File: src/rtl/ascc_map.vh
`ifndef ASCC_MAP_VH
`define ASCC_MAP_VH
// ==========================================
// Register offsets
`define ASCC_OFS_DEV_INDEX   12'h008
`define ASCC_OFS_REF_SEL     12'h024
`define ASCC_OFS_DIODE       12'h028
`define ASCC_OFS_PWR_MODE    12'h03F
`define ASCC_OFS_PIN_FUNC    12'h040
`define ASCC_OFS_DIV_RATIO   12'h10B
`define ASCC_OFS_HALF_DLY    12'h10C
`define ASCC_OFS_SYNC_CTRL   12'h10D
`define ASCC_OFS_FINE_EN     12'h117
`define ASCC_OFS_FINE_VAL    12'h118
// ==========================================
// Field positions
`define ASCC_DIV_SEL_MSB     1
`define ASCC_DIV_SEL_LSB     0
`define ASCC_SYNC_EN_BIT     7
`define ASCC_SYNC_STATE_MSB  2
`define ASCC_SYNC_STATE_LSB  0
`define ASCC_FINE_EN_BIT     0
`define ASCC_REF_EXT_BIT     0
`define ASCC_DIODE_EN_BIT    0
`define ASCC_FD_SEL_MSB      2
`define ASCC_FD_SEL_LSB      0
`define ASCC_FD_SEL_TEMP     3'h1
`define ASCC_PIN_STBY_BIT    6
`define ASCC_PWR_MODE_MSB    1
`define ASCC_PWR_MODE_LSB    0
`define ASCC_PWR_MODE_STBY   2'h2
`define ASCC_PWR_MODE_PDWN   2'h3
// ==========================================
// Reset values
`define ASCC_RST_DEV_INDEX   8'h03
`define ASCC_RST_DEFAULT     8'h00
// ==========================================
// Timing and fine delay scale
`define ASCC_CLK_MHZ         40
`define ASCC_DP_RST_NS       100
`define ASCC_FINE_STEP_FS    1700
`define ASCC_FINE_NEG_STEPS  8'h59
`define ASCC_FINE_MAX_CODE   8'hB1
`endif

File: src/rtl/ascc_top.v
// Summary of operation
// - Input clock divided by 1, 2, 4 or 8 from the divider ratio register.
// - Divided sample clock limited to 500 MHz; divider rated to 4 GHz input.
// - With sync enable bit 7 set, a valid sync loads a programmed divider state.
// - Per-channel phase delay of divider output by one input clock cycle, enabled per channel.
// - Fine delay enable bit 0 and 8-bit value, separately per channel.
// - Fine delay spans -151.7 ps to +150 ps in about 1.7 ps steps.
// - Fine delay setting acts at the next sample strobe after a write, no update command.
// - Writing the fine delay enable on resets the digital datapath.
// - Reference select chooses internal or external 1.0 V reference.
// - Sleep pin high enters low power; default is full power-down.
// - Power-down also selectable through the power mode register.
// - Temperature diode enable is bit 0 of the diode control register.
// - Pin function bits 2:0 route diode voltage to the channel A fast-detect pin.
// - Converter clock has 50% duty at ratios 2, 4 and 8 whatever the input duty; ratio 1 holds it high.
`timescale 1ns/100ps
`include "ascc_map.vh"
module ascc_top (
    // Clock and reset
    input  wire        core_clk_in,
    input  wire        reset_n_in,
    // Serial port
    input  wire        spi_sclk_in,
    input  wire        spi_cs_n_in,
    input  wire        spi_sdi_in,
    output wire        spi_sdo_out,
    output wire        spi_sdo_oe_n_out,
    // Sync and sleep pins
    input  wire        sync_in,
    input  wire        sleep_control_pin_in,
    // Sample clock, bit 0 is channel A
    output wire [1:0]  sample_strobe_out,
    output wire [1:0]  sample_clk_out,
    output wire [7:0]  fine_delay_step_a_out,
    output wire [7:0]  fine_delay_step_b_out,
    output wire        datapath_reset_out,
    // Analog control
    output wire        ref_external_out,
    output wire        power_down_out,
    output wire        standby_out,
    output wire        temp_diode_en_out,
    output wire        fast_detect_out_a_temp_out
);

// ==========================================
// Constants
localparam integer DP_RST_FULL = (`ASCC_DP_RST_NS * `ASCC_CLK_MHZ + 999) / 1000;
localparam [7:0]   DP_RST_CYC  = DP_RST_FULL[7:0];

// ==========================================
// Functions
function [2:0] div_last;
    input [1:0] sel;
    begin
        div_last = 3'h7 >> (2'h3 - sel);
    end
endfunction

function clk_level;
    input [2:0] cnt;
    input [1:0] sel;
    begin
        case (sel)
            2'h1:    clk_level = ~cnt[0];
            2'h2:    clk_level = ~cnt[1];
            2'h3:    clk_level = ~cnt[2];
            default: clk_level = 1'b1;
        endcase
    end
endfunction

function [7:0] fine_map;
    input [7:0] code;
    reg   [7:0] clip;
    begin
        clip = (code > `ASCC_FINE_MAX_CODE) ? `ASCC_FINE_MAX_CODE : code;
        fine_map = clip - `ASCC_FINE_NEG_STEPS;
    end
endfunction

// ==========================================
// Pin synchronisers
reg        sclk_s1;
reg        sclk_s2;
reg        sclk_s3;
reg        cs_s1;
reg        cs_s2;
reg        sdi_s1;
reg        sdi_s2;
reg        sync_s1;
reg        sync_s2;
reg        sync_s3;
reg        slp_s1;
reg        slp_s2;

always @(posedge core_clk_in or negedge reset_n_in) begin
    if (!reset_n_in) begin
        sclk_s1 <= 1'b0;
        sclk_s2 <= 1'b0;
        sclk_s3 <= 1'b0;
        cs_s1   <= 1'b1;
        cs_s2   <= 1'b1;
        sdi_s1  <= 1'b0;
        sdi_s2  <= 1'b0;
        sync_s1 <= 1'b0;
        sync_s2 <= 1'b0;
        sync_s3 <= 1'b0;
        slp_s1  <= 1'b0;
        slp_s2  <= 1'b0;
    end else begin
        sclk_s1 <= spi_sclk_in;
        sclk_s2 <= sclk_s1;
        sclk_s3 <= sclk_s2;
        cs_s1   <= spi_cs_n_in;
        cs_s2   <= cs_s1;
        sdi_s1  <= spi_sdi_in;
        sdi_s2  <= sdi_s1;
        sync_s1 <= sync_in;
        sync_s2 <= sync_s1;
        sync_s3 <= sync_s2;
        slp_s1  <= sleep_control_pin_in;
        slp_s2  <= slp_s1;
    end
end

// ==========================================
// Register storage
reg  [7:0]  dev_index_reg;
reg  [7:0]  ref_sel_reg;
reg  [7:0]  power_mode_reg;
reg  [7:0]  pin_func_reg;
reg  [7:0]  div_ratio_reg;
reg  [7:0]  half_dly_reg;
reg  [7:0]  sync_ctrl_reg;
reg  [15:0] diode_ctrl_reg;
reg  [15:0] fine_en_reg;
reg  [15:0] fine_val_reg;

// ==========================================
// Serial port: 16-bit instruction (read bit, address) then one data byte
reg  [4:0]  bit_cnt_reg;
reg  [15:0] shift_reg;
reg  [11:0] addr_reg;
reg         addr_ok_reg;
reg         rd_reg;
reg  [7:0]  rd_shift_reg;
reg         sdo_reg;
reg         sdo_oe_n_reg;
reg  [7:0]  rd_data;

wire        cs_act     = ~cs_s2;
wire        sclk_rise  = sclk_s2 & ~sclk_s3;
wire        sclk_fall  = ~sclk_s2 & sclk_s3;
wire [15:0] shift_next = {shift_reg[14:0], sdi_s2};
wire        wr_hit     = cs_act & sclk_rise & (bit_cnt_reg == 5'h17)
                         & ~rd_reg & addr_ok_reg;
wire [7:0]  wr_data    = shift_next[7:0];
// Local registers read back from the lowest selected channel
wire        rd_ch      = ~dev_index_reg[0];

always @* begin
    case (shift_next[11:0])
        `ASCC_OFS_DEV_INDEX: rd_data = dev_index_reg;
        `ASCC_OFS_REF_SEL:   rd_data = ref_sel_reg;
        `ASCC_OFS_DIODE:     rd_data = diode_ctrl_reg[{rd_ch, 3'h0} +: 8];
        `ASCC_OFS_PWR_MODE:  rd_data = power_mode_reg;
        `ASCC_OFS_PIN_FUNC:  rd_data = pin_func_reg;
        `ASCC_OFS_DIV_RATIO: rd_data = div_ratio_reg;
        `ASCC_OFS_HALF_DLY:  rd_data = half_dly_reg;
        `ASCC_OFS_SYNC_CTRL: rd_data = sync_ctrl_reg;
        `ASCC_OFS_FINE_EN:   rd_data = fine_en_reg[{rd_ch, 3'h0} +: 8];
        `ASCC_OFS_FINE_VAL:  rd_data = fine_val_reg[{rd_ch, 3'h0} +: 8];
        default:             rd_data = 8'h00;
    endcase
end

always @(posedge core_clk_in or negedge reset_n_in) begin
    if (!reset_n_in) begin
        bit_cnt_reg  <= 5'h00;
        shift_reg    <= 16'h0000;
        addr_reg     <= 12'h000;
        addr_ok_reg  <= 1'b0;
        rd_reg       <= 1'b0;
        rd_shift_reg <= 8'h00;
        sdo_reg      <= 1'b0;
        sdo_oe_n_reg <= 1'b1;
    end else if (!cs_act) begin
        bit_cnt_reg  <= 5'h00;
        rd_reg       <= 1'b0;
        sdo_oe_n_reg <= 1'b1;
    end else if (sclk_rise) begin
        shift_reg <= shift_next;
        if (bit_cnt_reg < 5'h18) begin
            bit_cnt_reg <= bit_cnt_reg + 5'h01;
        end
        if (bit_cnt_reg == 5'h0F) begin
            rd_reg       <= shift_next[15];
            addr_reg     <= shift_next[11:0];
            addr_ok_reg  <= (shift_next[14:12] == 3'h0);
            rd_shift_reg <= (shift_next[14:12] == 3'h0) ? rd_data : 8'h00;
        end
    end else if (sclk_fall) begin
        if (rd_reg && bit_cnt_reg >= 5'h10 && bit_cnt_reg < 5'h18) begin
            sdo_reg      <= rd_shift_reg[7];
            rd_shift_reg <= {rd_shift_reg[6:0], 1'b0};
            sdo_oe_n_reg <= 1'b0;
        end else begin
            sdo_oe_n_reg <= 1'b1;
        end
    end
end

// ==========================================
// Global register writes
always @(posedge core_clk_in or negedge reset_n_in) begin
    if (!reset_n_in) begin
        dev_index_reg  <= `ASCC_RST_DEV_INDEX;
        ref_sel_reg    <= `ASCC_RST_DEFAULT;
        power_mode_reg <= `ASCC_RST_DEFAULT;
        pin_func_reg   <= `ASCC_RST_DEFAULT;
        div_ratio_reg  <= `ASCC_RST_DEFAULT;
        half_dly_reg   <= `ASCC_RST_DEFAULT;
        sync_ctrl_reg  <= `ASCC_RST_DEFAULT;
    end else if (wr_hit) begin
        case (addr_reg)
            `ASCC_OFS_DEV_INDEX: dev_index_reg  <= wr_data;
            `ASCC_OFS_REF_SEL:   ref_sel_reg    <= wr_data;
            `ASCC_OFS_PWR_MODE:  power_mode_reg <= wr_data;
            `ASCC_OFS_PIN_FUNC:  pin_func_reg   <= wr_data;
            `ASCC_OFS_DIV_RATIO: div_ratio_reg  <= wr_data;
            `ASCC_OFS_HALF_DLY:  half_dly_reg   <= wr_data;
            `ASCC_OFS_SYNC_CTRL: sync_ctrl_reg  <= wr_data;
            default:             dev_index_reg  <= dev_index_reg;
        endcase
    end
end

// ==========================================
// Per-channel local registers, written to every selected channel
genvar ch;
generate
    for (ch = 0; ch < 2; ch = ch + 1) begin : g_local
        wire sel_wr = wr_hit & dev_index_reg[ch];
        always @(posedge core_clk_in or negedge reset_n_in) begin
            if (!reset_n_in) begin
                diode_ctrl_reg[ch*8 +: 8] <= `ASCC_RST_DEFAULT;
                fine_en_reg[ch*8 +: 8]    <= `ASCC_RST_DEFAULT;
                fine_val_reg[ch*8 +: 8]   <= `ASCC_RST_DEFAULT;
            end else if (sel_wr) begin
                if (addr_reg == `ASCC_OFS_DIODE) begin
                    diode_ctrl_reg[ch*8 +: 8] <= wr_data;
                end
                if (addr_reg == `ASCC_OFS_FINE_EN) begin
                    fine_en_reg[ch*8 +: 8] <= wr_data;
                end
                if (addr_reg == `ASCC_OFS_FINE_VAL) begin
                    fine_val_reg[ch*8 +: 8] <= wr_data;
                end
            end
        end
    end
endgenerate

// ==========================================
// Datapath reset on fine delay enable
reg  [7:0] dp_cnt_reg;
reg        dp_rst_reg;
wire       fine_on_wr = wr_hit & (addr_reg == `ASCC_OFS_FINE_EN)
                        & wr_data[`ASCC_FINE_EN_BIT] & (dev_index_reg[1:0] != 2'h0);

always @(posedge core_clk_in or negedge reset_n_in) begin
    if (!reset_n_in) begin
        dp_cnt_reg <= 8'h00;
        dp_rst_reg <= 1'b0;
    end else if (fine_on_wr) begin
        dp_cnt_reg <= DP_RST_CYC;
        dp_rst_reg <= 1'b1;
    end else begin
        if (dp_cnt_reg != 8'h00) begin
            dp_cnt_reg <= dp_cnt_reg - 8'h01;
        end
        dp_rst_reg <= (dp_cnt_reg > 8'h01);
    end
end

// ==========================================
// Clock divider with sync alignment
// Ratio comes straight from the register, so the host must set it before
// a faster clock arrives; rate limits are the board's duty.
reg  [2:0] div_cnt_reg;
reg        base_strobe_reg;
reg        base_level_reg;
wire [1:0] div_sel   = div_ratio_reg[`ASCC_DIV_SEL_MSB:`ASCC_DIV_SEL_LSB];
wire [2:0] div_top   = div_last(div_sel);
wire       sync_edge = sync_s2 & ~sync_s3 & sync_ctrl_reg[`ASCC_SYNC_EN_BIT];

always @(posedge core_clk_in or negedge reset_n_in) begin
    if (!reset_n_in) begin
        div_cnt_reg     <= 3'h0;
        base_strobe_reg <= 1'b0;
        base_level_reg  <= 1'b0;
    end else begin
        if (sync_edge) begin
            div_cnt_reg <= sync_ctrl_reg[`ASCC_SYNC_STATE_MSB:`ASCC_SYNC_STATE_LSB]
                           & div_top;
        end else if (div_cnt_reg >= div_top) begin
            div_cnt_reg <= 3'h0;
        end else begin
            div_cnt_reg <= div_cnt_reg + 3'h1;
        end
        base_strobe_reg <= (div_cnt_reg == 3'h0);
        // High for the first half of each period at ratios 2, 4 and 8, hence even duty; ratio 1 stays high
        base_level_reg  <= clk_level(div_cnt_reg, div_sel);
    end
end

// ==========================================
// Per-channel phase delay and fine delay
reg  [1:0]  strobe_reg;
reg  [1:0]  level_reg;
reg  [1:0]  strobe_d_reg;
reg  [1:0]  level_d_reg;
reg  [15:0] fine_step_reg;

generate
    for (ch = 0; ch < 2; ch = ch + 1) begin : g_chan
        always @(posedge core_clk_in or negedge reset_n_in) begin
            if (!reset_n_in) begin
                strobe_d_reg[ch]         <= 1'b0;
                level_d_reg[ch]          <= 1'b0;
                strobe_reg[ch]           <= 1'b0;
                level_reg[ch]            <= 1'b0;
                fine_step_reg[ch*8 +: 8] <= 8'h00;
            end else begin
                strobe_d_reg[ch] <= base_strobe_reg;
                level_d_reg[ch]  <= base_level_reg;
                if (half_dly_reg[ch]) begin
                    strobe_reg[ch] <= strobe_d_reg[ch];
                    level_reg[ch]  <= level_d_reg[ch];
                end else begin
                    strobe_reg[ch] <= base_strobe_reg;
                    level_reg[ch]  <= base_level_reg;
                end
                // Update only at a sample edge so no sample sees a torn code
                if (strobe_reg[ch]) begin
                    fine_step_reg[ch*8 +: 8] <=
                        fine_en_reg[ch*8 + `ASCC_FINE_EN_BIT]
                        ? fine_map(fine_val_reg[ch*8 +: 8])
                        : 8'h00;
                end
            end
        end
    end
endgenerate

// ==========================================
// Reference, power and temperature diode
reg        ref_ext_reg;
reg        pd_reg;
reg        stby_reg;
reg        diode_en_reg;
reg        fd_temp_reg;
wire [1:0] pwr_mode  = power_mode_reg[`ASCC_PWR_MODE_MSB:`ASCC_PWR_MODE_LSB];
wire       pin_stby  = pin_func_reg[`ASCC_PIN_STBY_BIT];
wire       pd_next   = (pwr_mode == `ASCC_PWR_MODE_PDWN) | (slp_s2 & ~pin_stby);
wire       stby_next = ~pd_next & ((pwr_mode == `ASCC_PWR_MODE_STBY)
                                   | (slp_s2 & pin_stby));

always @(posedge core_clk_in or negedge reset_n_in) begin
    if (!reset_n_in) begin
        ref_ext_reg  <= 1'b0;
        pd_reg       <= 1'b0;
        stby_reg     <= 1'b0;
        diode_en_reg <= 1'b0;
        fd_temp_reg  <= 1'b0;
    end else begin
        ref_ext_reg  <= ref_sel_reg[`ASCC_REF_EXT_BIT];
        pd_reg       <= pd_next;
        stby_reg     <= stby_next;
        diode_en_reg <= diode_ctrl_reg[`ASCC_DIODE_EN_BIT];
        fd_temp_reg  <= diode_ctrl_reg[`ASCC_DIODE_EN_BIT]
                        & (pin_func_reg[`ASCC_FD_SEL_MSB:`ASCC_FD_SEL_LSB]
                           == `ASCC_FD_SEL_TEMP);
    end
end

// ==========================================
// Outputs
assign spi_sdo_out                = sdo_reg;
assign spi_sdo_oe_n_out           = sdo_oe_n_reg;
assign sample_strobe_out          = strobe_reg;
assign sample_clk_out             = level_reg;
assign fine_delay_step_a_out      = fine_step_reg[7:0];
assign fine_delay_step_b_out      = fine_step_reg[15:8];
assign datapath_reset_out         = dp_rst_reg;
assign ref_external_out           = ref_ext_reg;
assign power_down_out             = pd_reg;
assign standby_out                = stby_reg;
assign temp_diode_en_out          = diode_en_reg;
assign fast_detect_out_a_temp_out = fd_temp_reg;

endmodule // ascc_top

File: config.mk
export PLATFORM = sky130hd
export DESIGN_NAME = ascc_top
export DESIGN_NICKNAME = d
export VERILOG_FILES = /design/src/rtl/ascc_top.v
export VERILOG_INCLUDE_DIRS = /design/src /design/src/rtl
export SDC_FILE = /design/constraint.sdc
export NUM_CORES = 1
export LEC_CHECK = 0
export ABC_AREA = 1
export BUFFER_PORTS_ARGS = -buffer_cell sky130_fd_sc_hd__buf_2
export CAP_MARGIN = 20
export CORE_MARGIN = 2
export CORE_UTILIZATION = 62
export CTS_CLUSTER_DIAMETER = 50
export DETAILED_ROUTE_END_ITERATION = 12
export PLACE_DENSITY = 0.8
export SYNTH_ARGS = -nofsm -noshare
export SYNTH_HDL_FRONTEND = slang
export SYNTH_SLANG_ARGS = --single-unit
export TNS_END_PERCENT = 30
File: constraint.sdc
create_clock -name core_clk_in -period 2.4 [get_ports core_clk_in]
set_input_delay 0.24 -clock core_clk_in [delete_from_list [all_inputs] [get_ports core_clk_in]]
set_output_delay 0.24 -clock core_clk_in [all_outputs]
set_load 0.01 [all_outputs]
==> run summary <==
The final-layout setup total negative slack is 0 ns, and the ratio of cells with drive above 1 in the final layout is 12.50%. Counting flops and latches in the post-synthesis netlist gives 201. The routed wire length was 23.63 mm.

The number of failing setup endpoints in the final timing report is 0, and the final global-route overflow total is 0. Setup repair after global routing left no endpoint under its margin. At the worst endpoint, the arrival time is 2.65 ns. The tools report the tightest slew margin relative to the limit as 52.66%. The flow ran to the end, and the final reports show no timing, DRC or antenna violations.

The tools report the detailed-placement wirelength estimate as 16.46 mm. Entering global routing, the biggest net connects 77 pins. Routability-driven placement finished with a final weighted congestion of 1.010. The run gives 7966 as the number of vias in the routed layout. After clock tree synthesis, the clock-pin slew on the worst setup and hold paths is 0.06 ns. The fmax was 450.4 MHz.

The run gives 30.57% as the overall fraction of global-route tracks in use. The post-synthesis area per instance came out at 8.301 sq um. The number of antenna cells inserted was 0. The floorplan has 44 rows. The design draws 0.007753 W. The post-synthesis cell count is 1122. Among all flip-flop cells after synthesis, the most frequent one is sky130_fd_sc_hd__dfrtp_1. The worst-case IR drop observed on VDD is 0.0006170 V. After synthesis, the share of flip-flops with an asynchronous set or reset is 100.0%. The final number of hold-violating endpoints came out at 0.

The tools report the DRC violation count after routing as 0. The tree is rooted in a sky130_fd_sc_hd__clkbuf_16. After detailed routing, the average wire length per cell comes to 17.07 microns. The number of unique standard cell types used by synthesis is 41, and the count of cells along the worst register-to-register path is 13. Timing analysis after detailed placement gives a worst setup slack of 0.1847 ns.

The count of maximum capacitance violations is 0, and the clock period minus worst slack is 2.220 ns. Across all setup checks in the final design, the least slack found is 0.1797 ns. The part of the Yosys area used for sequential elements was 54.07%. The clock insertion delay at the later pin of the skew report was 0.50 ns; the number of buffers added by the clock tree synthesis step was 22. Counting tap cells, the placed design contains a total of 1338 instances. The clock drives 201 sinks. The count of cells in the finished layout, fillers not included, comes to 1384. For the via count of the first global-routing pass, the log shows 7714. The y dimension of the die works out to 126.6 microns.

35 I/O pins were placed. The number of nets in the layout was 1205. The total power per unit cell area was 726.0 mW/mm^2; the number of port buffers was 34.

TritonCTS built the clock tree. In this run the remaining antenna-violating nets after routing total 0. The run gives 63.84% as the starting density of the core. Portion of the clock cycle consumed by the worst path in the final layout: 92.51%.

The total number of H-tree levels was 1. The clock tree skew after final layout came out at 0.008614 ns. The tools report the number of warning messages in the yosys log as 0. The class of the tightest hold or removal check was in2async. The register-to-register path setup slack is 0.18 ns. The synthesized area was 0.009314 sq mm; the floorplan die width was 126.6 microns. Placeable core region: 0.01459 sq mm. For the first-pass iteration count of the detailed router, the log shows 5. The fill cell total of the finished layout is 1135, and the leakage power summed over all cells is 5.139 nW. The worst setup path is captured at a register. Biggest fanout along the worst timing path: 17. The detailed router finished its first iteration with 737 violations. The area added between synthesis and finish is 14.66%, and the measured slew at the worst slew-check pin is 0.7026 ns.

The data required time at the worst endpoint is 2.83 ns, and the count of flip-flops with a built-in enable after synthesis is 0. Critical path start-end classification: reg2reg. The initial antenna violation count is 0, and the first-pass GRT wire length is 39.10 mm.

Launching element type of the critical path: a register. The endpoint identified for the worst register-to-register timing path is rd_shift_reg[2]. The die covers 0.01602 sq mm. The number of nets in the synthesized netlist is 1143.

In the routed layout, each cell is associated on average with a via count of 5.756. For the number of buffers on the longest clock path, the log shows 3. The worst register-to-register path begins at shift_reg[2].

The number of pins exceeding their max-slew limit in the final report came out at 0.
## cells in the mapped netlist (2+ instances only)
cell	n	area (sq um)
sky130_fd_sc_hd__nand2_1	342	1284
sky130_fd_sc_hd__dfrtp_1	196	4905
sky130_fd_sc_hd__o21ai_0	98	490.5
sky130_fd_sc_hd__inv_1	89	334.1
sky130_fd_sc_hd__nand3_1	82	410.4
sky130_fd_sc_hd__nor2_1	65	244.0
sky130_fd_sc_hd__o21ai_1	64	320.3
sky130_fd_sc_hd__a21oi_1	30	150.1
sky130_fd_sc_hd__nand4_1	21	131.4
sky130_fd_sc_hd__clkbuf_1	18	67.56
sky130_fd_sc_hd__ha_1	14	175.2
sky130_fd_sc_hd__inv_2	12	45.04
sky130_fd_sc_hd__buf_2	11	55.05
sky130_fd_sc_hd__nand2_2	11	68.82
sky130_fd_sc_hd__nor3_1	11	55.05
sky130_fd_sc_hd__o211ai_1	7	52.55
sky130_fd_sc_hd__dfstp_2	5	131.4
sky130_fd_sc_hd__nor2_2	5	31.28
sky130_fd_sc_hd__xnor2_1	5	43.79
sky130_fd_sc_hd__nor2_4	4	45.04
sky130_fd_sc_hd__nor4_1	3	18.77
sky130_fd_sc_hd__o2111ai_1	3	26.28
sky130_fd_sc_hd__a31oi_1	2	12.51
sky130_fd_sc_hd__buf_4	2	15.01
sky130_fd_sc_hd__nand3_2	2	20.02
sky130_fd_sc_hd__nand3b_1	2	15.01
sky130_fd_sc_hd__nor3_4	2	32.53
sky130_fd_sc_hd__o22ai_1	2	12.51
sky130_fd_sc_hd__o31ai_1	2	15.01
## cells in the final DEF (no fill, tap or decap), types with 2 or more instances in the layout
cell type                       Yosys  final
sky130_fd_sc_hd__nor3_4             2      2
sky130_fd_sc_hd__xnor2_1            5      5
sky130_fd_sc_hd__bufinv_16          0      3
sky130_fd_sc_hd__o21ai_0           98     98
sky130_fd_sc_hd__nand2_2           11     11
sky130_fd_sc_hd__dfstp_2            5      5
sky130_fd_sc_hd__a21oi_1           30     30
sky130_fd_sc_hd__nand2_1          342    342
sky130_fd_sc_hd__nor2_1            65     64
sky130_fd_sc_hd__inv_1             89     89
sky130_fd_sc_hd__nand3b_1           2      2
sky130_fd_sc_hd__buf_12             0      3
sky130_fd_sc_hd__ha_1              14     14
sky130_fd_sc_hd__clkinv_4           0      2
sky130_fd_sc_hd__o22ai_1            2      2
sky130_fd_sc_hd__nand3_2            2      2
sky130_fd_sc_hd__nand3_1           82     82
sky130_fd_sc_hd__buf_4              2     27
sky130_fd_sc_hd__o21ai_1           64     64
sky130_fd_sc_hd__clkbuf_16          0     23
sky130_fd_sc_hd__a31oi_1            2      2
sky130_fd_sc_hd__inv_2             12     10
sky130_fd_sc_hd__dlygate4sd3_1      0      6
sky130_fd_sc_hd__o211ai_1           7      7
sky130_fd_sc_hd__clkinvlp_4         0      2
sky130_fd_sc_hd__buf_2             11     33
sky130_fd_sc_hd__nor3_1            11     11
sky130_fd_sc_hd__nor2_4             4      4
sky130_fd_sc_hd__clkbuf_8           0      3
sky130_fd_sc_hd__o2111ai_1          3      3
sky130_fd_sc_hd__nor2_2             5      6
sky130_fd_sc_hd__nor4_1             3      3
sky130_fd_sc_hd__o31ai_1            2      2
sky130_fd_sc_hd__dfrtp_1          196    196
sky130_fd_sc_hd__clkinv_2           0      7
sky130_fd_sc_hd__nand4_1           21     21
## through the flow
step | hold slack [ns] | instance area [sq um] | utilization [%]
2_1_floorplan | -0.05559 | 9314 | -
3_3_place_gp | 0.3086 | 9837 | 67.43
3_5_place_dp | 0.3049 | 9837 | 67.43
4_1_cts | 0.3440 | 10670 | 73.10
5_1_grt | 0.3648 | 10680 | 73.20
6_report | 0.3246 | 10680 | 73.20
## cell type report
cell class | count | area, sq um | share of cell area [%]
sequential | 201 | 5036 | 47.16
clock buffer | 26 | 606.8 | 5.682
multi-input combinational | 787 | 3756 | 35.17
tap | 184 | 230.2 | 2.156
timing repair buffer | 70 | 501.7 | 4.698
inverter | 102 | 386.6 | 3.620
clock inverter | 14 | 161.4 | 1.511
## kinds of logic (layout without fill, tap and decap cells)
family,Yosys count,count (layout),share of synthesized area [%]
and+or+nand+nor,554,554,25.74
adders and majority gates,14,14,1.881
xor gates and xnor gates,6,6,0.5642
AOI/OAI and AO/OA,213,213,12.04
DFF,201,201,54.07
buffers and inverters,134,212,5.709
## power breakdown
| group | internal (W) | total, W | switching [W] |
|---|---|---|---|
| logic | 0.000177 | 0.000696 | 0.000519 |
| clock network | 0.00214 | 0.00351 | 0.00137 |
| registers | 0.00346 | 0.00355 | 0.0000864 |
| total | 0.00578 | 0.00775 | 0.00198 |
## per-layer routing
layer	vias to the layer above	part of all wire, %	GRT usage [%]
li1	3820	-	-
met5	-	0	0
met1	3773	42	42.55
met2	305	47	48.66
met3	68	6.9	4.935
met4	0	4.4	12.28
## worst max path at each step
stage / startpoint / to / slack, ns
after floorplan: bit_cnt_reg[1] / rd_shift_reg[1] / 0.45
after detailed placement: shift_reg[2] / rd_shift_reg[2] / 0.18
after global routing: shift_reg[2] / rd_shift_reg[2] / 0.02
final: shift_reg[2] / rd_shift_reg[2] / 0.18
after global placement: shift_reg[2] / rd_shift_reg[2] / 0.22
after CTS: shift_reg[2] / rd_shift_reg[2] / 0.18
## critical path: stages, from the launching register on
cell and delay [ns]:
sky130_fd_sc_hd__dfrtp_1 0.46, sky130_fd_sc_hd__inv_4 0.21, sky130_fd_sc_hd__nand2_1 0.15, sky130_fd_sc_hd__nor2_1 0.28
sky130_fd_sc_hd__nand3_2 0.18, sky130_fd_sc_hd__clkinv_2 0.24, sky130_fd_sc_hd__nand2_1 0.07, sky130_fd_sc_hd__o21ai_0 0.10
sky130_fd_sc_hd__inv_1 0.11, sky130_fd_sc_hd__nand2_1 0.08, sky130_fd_sc_hd__nand2_1 0.05, sky130_fd_sc_hd__nand2_1 0.06
sky130_fd_sc_hd__nand2_1 0.06, sky130_fd_sc_hd__a21oi_1 0.12
## what timing repair did
action / in CTS / in global routing
resized for setup: 0 / 5
buffers inserted: 0 / 0
hold endpoints to repair: 76 / 0
setup endpoints to repair: 0 / 4
hold buffers: 6 / 0
Note: power is estimated with default switching activity, not from simulation.
